[src/tmcs_pkg.sv]
package tmcs_pkg;
  // ****************************************
  // register byte addresses
  // ****************************************
  localparam logic [27:0] TMCS_ADDR_DEFER = 28'h8C0623C;
  localparam logic [27:0] TMCS_ADDR_COLL = 28'h8C06240;
  localparam logic [27:0] TMCS_ADDR_SECOND = 28'h8C06244;
  localparam logic [27:0] TMCS_ADDR_ABANDON = 28'h8C06248;
  localparam logic [27:0] TMCS_ADDR_LATE = 28'h8C0624C;
  localparam logic [27:0] TMCS_ADDR_SEED = 28'h8C06250;
  localparam logic [27:0] TMCS_ADDR_STATE = 28'h8C06254;
  // ****************************************
  // reset values and timing
  // ****************************************
  localparam logic [7:0] TMCS_MAX_TRIES_RST = 8'h10;
  localparam logic [7:0] TMCS_MIN_SEND_RST = 8'h40;
  localparam logic [9:0] TMCS_SEED_RST = 10'h000;
  localparam int TMCS_DEFER_DIV = 256;
  localparam logic [7:0] TMCS_DIV_LAST = 8'(TMCS_DEFER_DIV - 1);
  localparam int TMCS_LM_LSB = 0;
  localparam int TMCS_ENC_LSB = 4;
endpackage

[src/tmcs_stats.sv]
`timescale 1ns/10ps
// Notes on behaviour
// - 16-bit loadable defer timer counts only while deferring during a send attempt.
// - defer timer advances once per media byte clock divided by 256.
// - 16-bit loadable counter increments for each attempt that collides.
// - 16-bit loadable counter counts frames failing first try, succeeding second.
// - 8-bit loadable counter counts frames abandoned after max tries exceeded.
// - 8-bit loadable counter counts frames hit by a late collision.
// - collision after minimum send length is late; frame is then given up.
// - 10-bit writable seed initialises the backoff random number generator.
// - a seed write takes effect at any time; hardware keeps overwriting it afterwards.
// - line manager state is read-only in state register bits 3:0.
// - encapsulation state is read-only in state register bits 7:4.
// - frames are tried at most max_tries times; setting resets to 0x10.
// - minimum send length is an 8-bit byte count resetting to 0x40.
module tmcs_stats
  import tmcs_pkg::*;
(
  // clock and reset; clk is the media byte clock
  input wire logic clk,
  input wire logic rst_n,
  // programmed i/o register port
  input wire logic [27:0] pio_addr,
  input wire logic pio_wr,
  input wire logic pio_rd,
  input wire logic [31:0] pio_wdata,
  output logic [31:0] pio_rdata,
  // transmit mac settings
  input wire logic [7:0] max_tries,
  input wire logic [7:0] min_send_length,
  // transmit mac events and status; attempt_collided and attempt_done_ok are one-cycle pulses
  input wire logic deferring,
  input wire logic attempt_collided,
  input wire logic attempt_done_ok,
  input wire logic [7:0] bytes_sent,
  input wire logic [7:0] attempt_num,
  input wire logic [3:0] line_manager_fsm,
  input wire logic [3:0] encap_fsm,
  // decisions back to the transmit mac
  output logic give_up_late,
  output logic give_up_excess,
  output logic [9:0] backoff_rand
);
  logic [15:0] defer_time_count_r;
  logic [15:0] collision_attempt_count_r;
  logic [15:0] second_try_success_count_r;
  logic [7:0] abandoned_frame_count_r;
  logic [7:0] late_hit_frame_count_r;
  logic [9:0] backoff_seed_r;
  logic [7:0] div_r;
  logic tick;
  logic is_late;
  logic is_excess;
  logic wr_defer;
  logic wr_coll;
  logic wr_second;
  logic wr_abandon;
  logic wr_late;
  logic wr_seed;

  // ****************************************
  // decode
  // ****************************************
  assign wr_defer = pio_wr && (pio_addr == TMCS_ADDR_DEFER);
  assign wr_coll = pio_wr && (pio_addr == TMCS_ADDR_COLL);
  assign wr_second = pio_wr && (pio_addr == TMCS_ADDR_SECOND);
  assign wr_abandon = pio_wr && (pio_addr == TMCS_ADDR_ABANDON);
  assign wr_late = pio_wr && (pio_addr == TMCS_ADDR_LATE);
  assign wr_seed = pio_wr && (pio_addr == TMCS_ADDR_SEED);

  // ****************************************
  // collision classification
  // ****************************************
  // late once min_send_length bytes have gone out; late wins over excess
  assign is_late = attempt_collided && (bytes_sent >= min_send_length);
  // attempt_num counts from 1; the last allowed attempt colliding ends the frame
  assign is_excess = attempt_collided && !is_late && (attempt_num >= max_tries);

  always_ff @(posedge clk or negedge rst_n)
  begin
    if (!rst_n)
    begin
      give_up_late <= 1'b0;
      give_up_excess <= 1'b0;
    end
    else
    begin
      give_up_late <= is_late;
      give_up_excess <= is_excess;
    end
  end

  // ****************************************
  // defer time base
  // ****************************************
  // free-running divider, so tick length follows the link rate
  always_ff @(posedge clk or negedge rst_n)
  begin
    if (!rst_n)
      div_r <= 8'h00;
    else
      div_r <= div_r + 8'h01;
  end
  assign tick = (div_r == TMCS_DIV_LAST);

  always_ff @(posedge clk or negedge rst_n)
  begin
    if (!rst_n)
      defer_time_count_r <= 16'h0000;
    else if (wr_defer)
      defer_time_count_r <= pio_wdata[15:0];
    else if (deferring && tick)
      defer_time_count_r <= defer_time_count_r + 16'h0001;
  end

  // ****************************************
  // collision counters
  // ****************************************
  always_ff @(posedge clk or negedge rst_n)
  begin
    if (!rst_n)
      collision_attempt_count_r <= 16'h0000;
    else if (wr_coll)
      collision_attempt_count_r <= pio_wdata[15:0];
    else if (attempt_collided)
      collision_attempt_count_r <= collision_attempt_count_r + 16'h0001;
  end

  always_ff @(posedge clk or negedge rst_n)
  begin
    if (!rst_n)
      second_try_success_count_r <= 16'h0000;
    else if (wr_second)
      second_try_success_count_r <= pio_wdata[15:0];
    else if (attempt_done_ok && attempt_num == 8'h02)
      second_try_success_count_r <= second_try_success_count_r + 16'h0001;
  end

  always_ff @(posedge clk or negedge rst_n)
  begin
    if (!rst_n)
      abandoned_frame_count_r <= 8'h00;
    else if (wr_abandon)
      abandoned_frame_count_r <= pio_wdata[7:0];
    else if (is_excess)
      abandoned_frame_count_r <= abandoned_frame_count_r + 8'h01;
  end

  always_ff @(posedge clk or negedge rst_n)
  begin
    if (!rst_n)
      late_hit_frame_count_r <= 8'h00;
    else if (wr_late)
      late_hit_frame_count_r <= pio_wdata[7:0];
    else if (is_late)
      late_hit_frame_count_r <= late_hit_frame_count_r + 8'h01;
  end

  // ****************************************
  // backoff seed
  // ****************************************
  // the seed register is itself the lfsr state (x^10 + x^7 + 1), so a read
  // is unpredictable; a write reseeds it
  always_ff @(posedge clk or negedge rst_n)
  begin
    if (!rst_n)
      backoff_seed_r <= TMCS_SEED_RST;
    else if (wr_seed)
      backoff_seed_r <= pio_wdata[9:0];
    // all ones is the xnor lock-up state; only a write lands there, so step out
    else if (&backoff_seed_r)
      backoff_seed_r <= TMCS_SEED_RST;
    else
      backoff_seed_r <= {backoff_seed_r[8:0],
                         ~(backoff_seed_r[9] ^ backoff_seed_r[6])};
  end
  assign backoff_rand = backoff_seed_r;

  // ****************************************
  // read path
  // ****************************************
  always_ff @(posedge clk or negedge rst_n)
  begin
    if (!rst_n)
      pio_rdata <= 32'h00000000;
    else if (pio_rd)
    begin
      case (pio_addr)
        TMCS_ADDR_DEFER: pio_rdata <= {16'h0000, defer_time_count_r};
        TMCS_ADDR_COLL: pio_rdata <= {16'h0000, collision_attempt_count_r};
        TMCS_ADDR_SECOND: pio_rdata <= {16'h0000, second_try_success_count_r};
        TMCS_ADDR_ABANDON: pio_rdata <= {24'h000000, abandoned_frame_count_r};
        TMCS_ADDR_LATE: pio_rdata <= {24'h000000, late_hit_frame_count_r};
        TMCS_ADDR_SEED: pio_rdata <= {22'h000000, backoff_seed_r};
        TMCS_ADDR_STATE: pio_rdata <= {24'h000000, encap_fsm, line_manager_fsm};
        default: pio_rdata <= 32'h00000000;
      endcase
    end
  end
endmodule

[config.mk]
export PLATFORM = sky130hd
export DESIGN_NAME = tmcs_stats
export DESIGN_NICKNAME = d
export VERILOG_FILES = /design/src/tmcs_pkg.sv /design/src/tmcs_stats.sv
export SDC_FILE = /design/constraint.sdc
export NUM_CORES = 1
export LEC_CHECK = 0
export ABC_AREA = 1
export BUFFER_PORTS_ARGS = -buffer_cell sky130_fd_sc_hd__buf_2
export CAP_MARGIN = 20
export CORE_MARGIN = 2
export CORE_UTILIZATION = 40
export CTS_CLUSTER_SIZE = 24
export DETAILED_ROUTE_END_ITERATION = 10
export SYNTH_ARGS = -nofsm -noshare
export SYNTH_HDL_FRONTEND = slang
export SYNTH_SLANG_ARGS = --single-unit
[constraint.sdc]
create_clock -name clk -period 2 [get_ports clk]
set_input_delay 0.6 -clock clk [delete_from_list [all_inputs] [get_ports clk]]
set_output_delay 0.6 -clock clk [all_outputs]
set_load 0.02 [all_outputs]
# Word-level counts from Yosys, hierarchy flattened
# Cells that the tools add are included.
# classes
add_sub_neg,6
mul,0
div_mod_pow,0
n_lt_le_gt_ge,2
eq_ne,9
n_shift,0
mux,13
bitwise,2
n_reduce_logical,18
# ops
op,n
$eq A28 B28 Y1 const B,7
$pmux W16 S7,1
$mux W16,6
$add A16 B1 Y16 const B,3
$mux W8,4
$add A8 B1 Y8 const B,3
$mux W10,2
$ge A8 B8 Y1,2
$logic_and A1 B1 Y1,11
$reduce_and A10 Y1,1
$reduce_bool A2 Y1,5
$eq A8 B2 Y1 const B,1
$eq A8 B8 Y1 const B,1
$logic_not A1 Y1,1
$not A1 Y1,1
$xor A1 B1 Y1,1
# totals
ff_bits,116
latchBits,0
ram_bits,0
rom_bits,0
inputBits,107
output_inout_bits,44
word_cells,60
n_memories,0

# Longest topological paths before layout
# Gate-level depths: netlist of the first run.
# logic_depth
ltp_word,7
mapped_depth,14
depth_no_buf,14

# Worst setup path after synthesis of the first run
# OpenSTA, ideal clock, no wires.
# synth_timing
path_kind,input to register
from,input attempt_num[0]
to,register abandoned_frame_count_r[0]
setup_time_ns,0.118
t_arrival_ns,1.757
required_ns,1.882
slack_ns,0.125
path_stages,12
n_path_buf,0
cell_sequence,inv_1 ha_1 o21ai_0 nand2_1 nand2_1 nand2_1 nand2_1 nand2_1 nand3_1 nand2_2 nand2_1 nand2_1
# synth_via
elab_chain_cells,3
# synth_lines
item,line,source
start: declaration,tmcs_stats.sv:36,"input wire logic [7:0] attempt_num,"
$ge A8 B8 Y1,tmcs_stats.sv:77,assign is_excess = attempt_collided && !is_late && (attempt_num >= max_tries);
$logic_and A1 B1 Y1,tmcs_stats.sv:77,
$reduce_bool A2 Y1 (no line),--,
end signal: assignment,tmcs_stats.sv:144,abandoned_frame_count_r <= pio_wdata[7:0];
end signal: assignment,tmcs_stats.sv:146,abandoned_frame_count_r <= abandoned_frame_count_r + 8'h01;
end: declaration,tmcs_stats.sv:47,logic [7:0] abandoned_frame_count_r;
# No other way between the ends.
# A chain may end at the register's enable or synchronous reset.

# Final worst setup path of the first run
# layout_timing
from,register div_r[0]
to,register defer_time_count_r[8]
# layout_via
elab_chain_cells,3
# layout_lines
item,line,source
start: declaration,tmcs_stats.sv:50,logic [7:0] div_r;
start signal: assignment,tmcs_stats.sv:102,div_r <= div_r + 8'h01;
$eq A8 B8 Y1,tmcs_stats.sv:104,assign tick = (div_r == TMCS_DIV_LAST);
$logic_and A1 B1 Y1,tmcs_stats.sv:112,else if (deferring && tick)
$reduce_bool A2 Y1 (no line),--,
end signal: assignment,tmcs_stats.sv:111,defer_time_count_r <= pio_wdata[15:0];
end signal: assignment,tmcs_stats.sv:113,defer_time_count_r <= defer_time_count_r + 16'h0001;
end: declaration,tmcs_stats.sv:44,logic [15:0] defer_time_count_r;
# No other way between the ends.

==> reports/qor.csv, run 1 <==
stage;metric;value;unit
timing;RSZ-0062 raised after global routing;false;
cells_and_area;Ant. Diodes;0;
logic_synthesis;cells after synthesis;1057;
detailed_routing;Vias/cell;4.90;
logic_synthesis;prevailing post-synth register cell;dfrtp_1;
global_routing;first-pass GRT wire length;34500;µm
critical_path;Required @ worst endpoint;2.27;ns
cells_and_area;Final Cell Area;8800;µm²
placed_design;PortBufs;118;
critical_path;Setup CP Type;reg2reg;
floorplanning;FP Rows;49;
cells_and_area;fillcell total;1858;
floorplanning;die height;140;µm
clock_tree;CTS Root Buffer Type;clkbuf_16;
floorplanning;Die Area;19600;µm²
floorplanning;# IOs;151;
clock_tree;setup repair bufs after CTS;0;
critical_path;crit path from;div_r[0];
global_routing;initial antenna violation count;0;
timing;final hold vios;0;
clock_tree;CTS sink cnt;100;
power_and_ir_drop;worst vdd ir;571;µV
detailed_routing;drt first pass iters;5;
placed_design;placed insts;1429;
timing;FMAX;568;MHz
detailed_routing;via count;7080;
power_and_ir_drop;Pwr per Cell Area;596;nW/µm²
timing;Max Slew Vio Count;0;
global_routing;global routing usage on met1;30.4;%
logic_synthesis;flops & latches, synth;100;
logic_synthesis;Yosys cell types;45;
logic_synthesis;Seq/Total Area, Yosys;33.8;%
placed_design;placed wire-length estimate;16300;µm
detailed_routing;DR DRC count;0;
cells_and_area;nets;1340;
critical_path;crit path max fanout;10;
clock_tree;CTS tree;built;
floorplanning;die width;140;µm
timing;Setup-failing EPs final;0;
clock_tree;CTS buffer count;9;
global_routing;vias in the first global route;6619;
timing;Final TNS setup;0;ns
cells_and_area;leading cell types in the layout, fill and taps excluded;345 x nand2_1, 150 x nand3_1, 125 x inv_1;
critical_path;worst r2r src;div_r[0];
cells_and_area;Syn-to-layout area delta;19.0;%
clock_tree;Post-CTS Hold Fix Bufs;0;
logic_synthesis;number of flops mapped to enable cells by yosys;0;
critical_path;Worst Setup End Kind;flip-flop;
power_and_ir_drop;Leak Pwr;4.89;nW
worst_hold_path;HP Class;in2async;
timing;worst slew pin tran;0.511;ns
timing;headroom to the max-slew limit;65.9;%
clock_tree;clock latency on the worst-skew pair;0.36;ns
cells_and_area;post-route insts no fill;1445;
timing;clock skew;0.0100;ns
global_routing;M3 GR Usage;3.83;%
floorplanning;CORE AREA;18000;µm²
timing;min Tclk post-route;1.76;ns
floorplanning;Initial Util;41.0;%
critical_path;critical path data arrival time;2.03;ns
clock_tree;clock buffer depth;2;
global_routing;pin count of the biggest net entering global routing;47;
logic_synthesis;Syn Area/Cell;7.00;µm²
timing;fin crit share;88.0;%
clock_tree;htree depth;3;
cells_and_area;share of layout cells above drive strength 1;20.1;%
global_routing;gr busiest metal;met2;
detailed_routing;Detail Route Antenna Nets;0;
critical_path;critical path startpoint category;flip-flop;
global_routing;GR Util met2;36.0;%
detailed_routing;Routed WL;20800;µm
cells_and_area;Final Util;48.8;%
logic_synthesis;mapped cell area;7400;µm²
clock_tree;CTS resizes;0;
logic_synthesis;async set or reset register ratio after synthesis;100;%
global_routing;remaining global-route overflow;0;
clock_tree;Clk pin slew, worst setup/hold paths;0.08;ns
placed_design;GP Congestion;0.904;
power_and_ir_drop;Pwr Total;5.25;mW
cells_and_area;leading cell type in the layout, fill and taps excluded;nand2_1;
status;outcome;finished clean;
logic_synthesis;Ys Warns;0;
global_routing;GRT Util Overall;22.0;%
flow_run;MaxCap Viol Count;0;
detailed_routing;DR iter-0 viols;426;
placed_design;dpl cell area;8480;µm²
detailed_routing;per-cell routed wire length;14.4;µm
-- logic make-up (layout without fill, tap and decap cells) --
logic type      after synthesis  in the layout  share of synthesized area, %
fa+ha+maj                    22             22                          3.72
simple gates                646            646                          40.0
other cells                   1             16                        0.0507
compound gates               61             61                          5.35
flops                       100            100                          33.8
buf+inv                     178            322                          11.3
xor+xnor                     49             49                          5.80
-- sequential cells by signal (all words and copies together), names as in the netlist --
register,flops
abandoned_frame_count_r,8
backoff_rand,10
collision_attempt_count_r,16
defer_time_count_r,16
div_r,8
give_up_excess,1
give_up_late,1
late_hit_frame_count_r,8
pio_rdata,16
second_try_success_count_r,16
-- cells in the mapped netlist, types with 6 or more instances --
cell | count | share of area [%]
o21ai_2 | 8 | 0.95
nand2_2 | 6 | 0.51
nand2_1 | 345 | 18
xnor2_1 | 14 | 1.7
nor2_4 | 6 | 0.91
inv_1 | 125 | 6.3
ha_1 | 22 | 3.7
dfrtp_1 | 100 | 34
o21ai_0 | 24 | 1.6
buf_2 | 10 | 0.68
inv_2 | 8 | 0.41
nand3_1 | 151 | 10
buf_4 | 17 | 1.7
nor3_1 | 16 | 1.1
buf_6 | 9 | 1.4
nor2_1 | 72 | 3.7
o21ai_1 | 10 | 0.68
o211ai_1 | 8 | 0.81
xor2_1 | 35 | 4.1
nand4_1 | 18 | 1.5
-- where the power goes --
group          switching [mW]  total [mW]  internal (mW)  leakage [nW]
registers               0.244        2.44           2.20          1.29
clock network           0.866        1.86          0.989         0.141
logic                   0.537       0.952          0.415          3.46
total                    1.65        5.25           3.60          4.89
-- layout make-up --
cell class              count  area (µm²)  area share, %
well taps                 229         287           3.26
repair buffers            171        1070           12.2
clock buffers               9         225           2.56
multi-input cells         794        4120           46.9
inverters                 135         513           5.83
clock inverters             7        81.3          0.924
flip-flops and latches    100        2500           28.4
-- stage by stage --
step	setup slack [ns]	hold slack, ns
after global placement	-0.0775	0.414
after global routing	0.0191	0.0210
after CTS	0.168	0.0291
final	0.240	0.0338
after detailed placement	-0.101	0.411
after floorplan	0.125	0.304
-- final timing paths --
check	endpoint	slack (ns)	cells past startpoint
min in group clk	div_r[0]	0.47	1
hold / removal	second_try_success_count_r[11]	0.03	1
setup / recovery	defer_time_count_r[8]	0.24	10
max in group asynchronous	give_up_excess	1.37	2
setup reg to reg	defer_time_count_r[8]	0.24	10
hold reg to reg	div_r[0]	0.47	1
-- layer usage --
metal,part of all wire [%],up-vias,routed length (µm)
met4,1.8,0,374
met1,46,3241,9640
met2,47,169,9880
met3,4.4,21,915
met5,0,-,0
li1,-,3649,-
-- critical path, stage by stage (launching register included) --
cell and delay [ns]:
dfrtp_1 0.38, ha_1 0.21, nand3_2 0.12, nor2_2 0.13, nand4_1 0.19, buf_6 0.20
nor2_1 0.11, xor2_1 0.17, nand2_1 0.07, nand2_1 0.06, inv_1 0.04
Power figures use the tool's default switching activity.
==> run 2, diff against run 1 <==
--- a/config.mk
+++ b/config.mk
@@ -8,7 +8,6 @@
 export ABC_AREA = 1
 export BUFFER_PORTS_ARGS = -buffer_cell sky130_fd_sc_hd__buf_2
 export CAP_MARGIN = 20
-export CORE_MARGIN = 2
 export CORE_UTILIZATION = 40
 export CTS_CLUSTER_SIZE = 24
 export DETAILED_ROUTE_END_ITERATION = 10
==> run 2 against run 1 <==
  * Die area shrank 2.8%
  * Clock-buffer cell count is the same
  * Critical path depth rose by 3
  * Register-to-register slack about the same
  * Hold slack better by 0.16 ns
  * Clock skew decreased by 0.0015 ns
==> reports/qor.csv, run 2 (same netlist as run 1, synthesis figures left out) <==
stage;metric;value;unit;change
clock_tree;clock latency on the worst-skew pair;0.36;ns;about the same
critical_path;Worst Setup End Kind;flip-flop;;
cells_and_area;leading cell type in the layout, fill and taps excluded;nand2_1;;
cells_and_area;Syn-to-layout area delta;20.4;%;
timing;RSZ-0062 raised after global routing;false;;
clock_tree;CTS sink cnt;100;;unchanged
detailed_routing;drt first pass iters;5;;unchanged
global_routing;vias in the first global route;6567;;-0.79%
timing;headroom to the max-slew limit;64.3;%;-1.6 points
critical_path;worst setup path endpoint;abandoned_frame_count_r[3];;
detailed_routing;per-cell routed wire length;14.4;µm;+0.18%
timing;min Tclk post-route;1.77;ns;+0.00669 ns
power_and_ir_drop;worst vdd ir;560;µV;-2.0%
clock_tree;setup repair bufs after CTS;0;;unchanged
critical_path;Setup CP Type;in2reg;;
critical_path;crit path from;attempt_num[0];;
timing;Max Slew Vio Count;0;;unchanged
worst_hold_path;HP Class;in2async;;
detailed_routing;DR DRC count;0;;unchanged
power_and_ir_drop;Pwr per Cell Area;588;nW/µm²;-1.4%
critical_path;worst-path cell chain;buf_2, inv_1, ha_1, o21ai_0, nand2_1, nand2_1, nand2_1, nand2_1, nand2_1, nand3_1, nand2_2, nand2_1, nand2_1;;
timing;clock skew;0.00854;ns;-0.00151 ns
critical_path;crit path max fanout;8;;-2
critical_path;Worst path top cell family by delay;simple AND/OR/NAND/NOR gates;;
floorplanning;# IOs;151;;unchanged
critical_path;Crit path largest cell delay;0.23;ns;-0.15 ns
clock_tree;Clk pin slew, worst setup/hold paths;0.07;ns;about the same
placed_design;PortBufs;118;;unchanged
critical_path;most used cell, CP;nand2_1;;
cells_and_area;leading cell types in the layout, fill and taps excluded;345 x nand2_1, 151 x nand3_1, 125 x inv_1;;
critical_path;worst r2r src;div_r[1];;
global_routing;pin count of the biggest net entering global routing;32;;-32%
clock_tree;htree depth;3;;unchanged
timing;worst slew pin tran;0.535;ns;+0.0233 ns
clock_tree;CTS tree;built;;
status;outcome;finished clean;;
power_and_ir_drop;Leak Pwr;4.97;nW;+1.5%
critical_path;critical path startpoint category;input pin;;
global_routing;first-pass GRT wire length;34000;µm;-1.5%
cells_and_area;share of layout cells above drive strength 1;20.8;%;+0.68 points
global_routing;GRT Util Overall;23.6;%;+1.7 points
critical_path;Crit. path cell count;13;;+3
timing;Hold WS;0.190;ns;+0.156 ns
floorplanning;Initial Util;41.0;%;unchanged
timing;FMAX;566;MHz;-0.38%
critical_path;critical path data arrival time;2.01;ns;-0.02 ns
cells_and_area;Seq. cell area;2500;µm²;unchanged
cells_and_area;nets;1353;;+0.97%
flow_run;MaxCap Viol Count;0;;unchanged
floorplanning;CORE AREA;18000;µm²;unchanged
placed_design;GP Congestion;0.884;;-2.2%
global_routing;initial antenna violation count;0;;unchanged
critical_path;r2r worst-path depth;10;;unchanged
clock_tree;clock buffer depth;2;;unchanged
cells_and_area;multi-input combinational cell area;4120;µm²;-0.18%
timing;Setup-failing EPs final;0;;unchanged
detailed_routing;Detail Route Antenna Nets;0;;unchanged
cells_and_area;Ant. Diodes;0;;unchanged
clock_tree;CTS buffer count;9;;unchanged
timing;final hold vios;0;;unchanged
detailed_routing;via count;7086;;+0.085%
placed_design;placed wire-length estimate;16300;µm;+0.56%
floorplanning;FP Rows;49;;unchanged
critical_path;flop-to-flop setup slack;0.24;ns;about the same
critical_path;Required @ worst endpoint;2.24;ns;-0.03 ns
timing;Final TNS setup;0;ns;unchanged
detailed_routing;Routed WL;21000;µm;+1.1%
timing;fin crit share;88.4;%;+0.33 points
clock_tree;Post-CTS Hold Fix Bufs;0;;unchanged
critical_path;crit path max-delay cell type;nand3_1;;
floorplanning;die height;138;µm;-1.4%
critical_path;crit path buf inv count;2;;unchanged
floorplanning;Die Area;19000;µm²;-2.8%
critical_path;R2R Path End;defer_time_count_r[3];;
global_routing;remaining global-route overflow;0;;unchanged
floorplanning;die width;138;µm;-1.4%
detailed_routing;Vias/cell;4.86;;-0.81%
clock_tree;CTS resizes;0;;unchanged
clock_tree;CTS Root Buffer Type;clkbuf_16;;
cells_and_area;fillcell total;1864;;+0.32%
detailed_routing;DR iter-0 viols;408;;-4.2%
==> run 2: report_power, final <==
group / switching (mW) / internal (mW) / total, mW / leakage (nW)
Clock: 0.843 / 0.978 / 1.82 / 0.142
Combinational: 0.553 / 0.427 / 0.980 / 3.53
Sequential: 0.242 / 2.20 / 2.44 / 1.29
==> run 2: final cells by class <==
class / instances / area share, %
clock buffer: 9 / 2.53
clock inverter: 7 / 0.857
inverter: 135 / 5.76
multi-input combinational: 794 / 46.2
sequential: 100 / 28.1
tap: 229 / 3.22
timing repair buffer: 184 / 13.3
==> run 2: routing by layer <==
metal | vias to the layer above | share of wire [%] | global-route usage [%]
li1 | 3656 | - | -
met2 | 198 | 46 | 38.4
met3 | 26 | 4.5 | 3.73
met4 | 0 | 1.7 | 6.28
met5 | - | 0 | 0
met1 | 3206 | 48 | 32.4
==> run 2: worst min path at each step <==
stage,start,end,slack [ns],cells after the start
global placement,div_r[0],div_r[0],0.44,1
floorplan,rst_n,abandoned_frame_count_r[0],0.30,0
detailed placement,div_r[0],div_r[0],0.44,1
global route,rst_n,defer_time_count_r[14],0.21,1
CTS,rst_n,second_try_success_count_r[15],0.20,1
finish,rst_n,second_try_success_count_r[15],0.19,1
==> run 2: worst register-to-register path, cell delays in order, from the launching register on <==
cell	delay [ns]
dfrtp_1	0.37
ha_1	0.19
nand3_1	0.13
nor2_1	0.16
nand4_1	0.15
buf_4	0.21
nor2_1	0.13
xor2_1	0.16
nand2_1	0.06
nand2_1	0.05
inv_1	0.04
==> run 2: stage by stage <==
| stage | worst slack (ns) | std cells | utilization (%) | power [mW] | area, µm² |
|---|---|---|---|---|---|
| after CTS | 0.222 | 1458 | 49.4 | 5.29 | 8910 |
| after global placement | -0.155 | 1442 | 47.8 | 3.43 | 8610 |
| after detailed placement | -0.143 | 1442 | 47.8 | 3.46 | 8610 |
| after floorplan | 0.125 | 1072 | - | 3.09 | 7450 |
| final | 0.233 | 1458 | 49.4 | 5.24 | 8910 |
| after global routing | 0.0166 | 1458 | 49.4 | 5.54 | 8910 |
==> run 3, diff against run 2 <==
--- a/config.mk
+++ b/config.mk
@@ -8,7 +8,7 @@
 export ABC_AREA = 1
 export BUFFER_PORTS_ARGS = -buffer_cell sky130_fd_sc_hd__buf_2
 export CAP_MARGIN = 20
-export CORE_UTILIZATION = 40
+export CORE_UTILIZATION = 35
 export CTS_CLUSTER_SIZE = 24
 export DETAILED_ROUTE_END_ITERATION = 10
 export SYNTH_ARGS = -nofsm -noshare
==> constraint.sdc (replaced) <==
create_clock -name clk -period 1.61 [get_ports clk]
set_input_delay 0.483 -clock clk [delete_from_list [all_inputs] [get_ports clk]]
set_output_delay 0.483 -clock clk [all_outputs]
set_load 0.02 [all_outputs]
==> run 3 against run 2 <==
  * Cell area rose by 14%
  * Sequential share of layout area fell by 3.5 points
  * Clock skew is essentially flat
  * Worst setup slack got worse by 0.22 ns
  * Hold slack worse by 0.064 ns
  * Clock-buffer cell count stayed put
  * First-iteration DRC count rose by 13%
  * Via count up 6.1%
  * Wire length grew 11%
  * Critical path type unchanged
==> reports/qor.csv, run 3 (same netlist as run 1, synthesis figures left out) <==
stage;metric;value;unit;change
critical_path;Required @ worst endpoint;1.86;ns;-0.38 ns
detailed_routing;drt first pass iters;5;;unchanged
clock_tree;CTS sink cnt;100;;unchanged
clock_tree;htree depth;3;;unchanged
timing;min Tclk post-route;1.60;ns;
floorplanning;die height;147;µm;+6.8%
critical_path;Worst Setup End Kind;flip-flop;;
cells_and_area;share of layout cells above drive strength 1;32.2;%;+11 points
detailed_routing;via count;7516;;+6.1%
cells_and_area;leading cell types in the layout, fill and taps excluded;320 x nand2_1, 128 x nand3_1, 109 x inv_1;;
detailed_routing;DR iter-0 viols;463;;+13%
clock_tree;Clk pin slew, worst setup/hold paths;0.08;ns;about the same
clock_tree;clock buffer depth;2;;unchanged
critical_path;crit path max fanout;7;;-1
critical_path;critical path startpoint category;input pin;;
global_routing;pin count of the biggest net entering global routing;73;;+130%
clock_tree;CTS tree;built;;
detailed_routing;per-cell routed wire length;15.0;µm;+3.8%
floorplanning;CORE AREA;20500;µm²;+14%
critical_path;critical path data arrival time;1.85;ns;-0.16 ns
timing;final hold vios;0;;unchanged
global_routing;initial antenna violation count;0;;unchanged
timing;RSZ-0062 raised after global routing;true;;
global_routing;remaining global-route overflow;0;;unchanged
floorplanning;die width;147;µm;+6.8%
cells_and_area;Ant. Diodes;0;;unchanged
placed_design;PortBufs;118;;unchanged
clock_tree;clock latency on the worst-skew pair;0.36;ns;about the same
timing;clock skew;0.00824;ns;-0.000296 ns
cells_and_area;nets;1411;;+4.3%
timing;fin crit share;99.3;%;
timing;Hold WS;0.127;ns;-0.0635 ns
floorplanning;Die Area;21700;µm²;+14%
cells_and_area;Final Cell Area;10200;µm²;+14%
worst_hold_path;HP Class;in2async;;
detailed_routing;Detail Route Antenna Nets;0;;unchanged
cells_and_area;multi-input combinational cell area;4610;µm²;+12%
floorplanning;FP Rows;52;;+6.1%
detailed_routing;DR DRC count;0;;unchanged
power_and_ir_drop;worst vdd ir;531;µV;-5.1%
global_routing;vias in the first global route;6916;;+5.3%
clock_tree;CTS buffer count;9;;unchanged
clock_tree;CTS Root Buffer Type;clkbuf_16;;
timing;Max Slew Vio Count;0;;unchanged
status;outcome;finished clean;;
cells_and_area;leading cell type in the layout, fill and taps excluded;nand2_1;;
floorplanning;# IOs;151;;unchanged
floorplanning;Initial Util;36.1;%;-4.9 points
critical_path;Setup CP Type;in2reg;;
placed_design;dpl cell area;9120;µm²;+6.0%
timing;FMAX;625;MHz;
cells_and_area;fillcell total;1988;;+6.7%
detailed_routing;Vias/cell;4.83;;-0.68%
placed_design;dpl ws;-0.384;ns;-0.241 ns
power_and_ir_drop;Leak Pwr;5.48;nW;+10%
flow_run;MaxCap Viol Count;0;;unchanged
cells_and_area;Seq. cell area;2500;µm²;unchanged
placed_design;placed wire-length estimate;16900;µm;+3.3%
global_routing;first-pass GRT wire length;35400;µm;+4.2%
cells_and_area;Syn-to-layout area delta;37.7;%;
timing;fin worst setup slack;0.0111;ns;-0.222 ns
timing;Setup-failing EPs final;0;;unchanged
power_and_ir_drop;Pwr per Cell Area;690;nW/µm²;+17%
placed_design;GP Congestion;0.877;;-0.81%
placed_design;placed insts;1508;;+4.6%
detailed_routing;Routed WL;23300;µm;+11%
cells_and_area;post-route insts no fill;1557;;+6.8%
global_routing;GRT Util Overall;20.9;%;-2.7 points
-- run 3: timing repair --
item	CTS	global route
gates resized for setup	4	122
setup endpoints to repair	13	68
pin swaps	2	36
hold buffers	0	0
gates cloned	0	6
buffers inserted	0	27
-- run 3: worst paths after layout --
path | end | depth (start not counted) | slack [ns] | startpoint
worst min-delay path | div_r[6] | 2 | 0.13 | rst_n
worst min register to register | pio_rdata[8] | 2 | 0.48 | pio_rdata[8]
worst max register to register | defer_time_count_r[8] | 10 | 0.03 | div_r[0]
max in group asynchronous | late_hit_frame_count_r[5] | 2 | 1.13 | rst_n
min in group clk | defer_time_count_r[12] | 3 | 0.35 | pio_wdata[12]
worst max-delay path | collision_attempt_count_r[5] | 11 | 0.01 | pio_addr[11]
-- run 3: metrics by stage --
stage               power [mW]  utilization (%)  TNS, ns
global route              7.42             49.7    -1.36
CTS                       6.92             46.2        0
detailed placement        4.44             44.5   -25.43
finish                    7.03             49.7        0
floorplan                 3.87                -    -1.45
global placement          4.41             44.5   -24.77
-- run 3: power breakdown --
part           internal [mW]  switching [mW]  leakage (nW)
Sequential              2.73           0.255          1.29
Combinational          0.715           0.861          4.03
Clock                   1.39            1.09         0.163
Total                   4.83            2.20          5.48
-- run 3: per-layer routing --
| metal | vias to the layer above | global-route usage (%) | share of wire, % | wire length [µm] |
|---|---|---|---|---|
| li1 | 3788 | - | - | - |
| met1 | 3475 | 28.4 | 46 | 10600 |
| met2 | 216 | 33.4 | 47 | 10900 |
| met3 | 37 | 3.15 | 5.2 | 1200 |
| met4 | 0 | 8.51 | 2.7 | 633 |
| met5 | - | 0 | 0 | 0 |
-- run 3: layout make-up --
| cell class | instances | area share, % |
|---|---|---|
| Multi-Input combinational cell | 796 | 45.3 |
| Sequential cell | 100 | 24.6 |
| Timing Repair Buffer | 239 | 17.7 |
| Inverter | 135 | 5.76 |
| Tap cell | 270 | 3.32 |
| Clock buffer | 9 | 2.21 |
| Clock inverter | 7 | 1.06 |
| Timing Repair inverter | 1 | 0.0614 |
-- run 3: critical path, stage by stage --
cell	delay, ns
buf_4	0.13
inv_6	0.05
nand2_4	0.04
nor2_4	0.18
nand2_8	0.10
buf_6	0.14
nor2_8	0.15
nand4_4	0.18
clkbuf_16	0.23
o21ai_1	0.12
inv_1	0.05
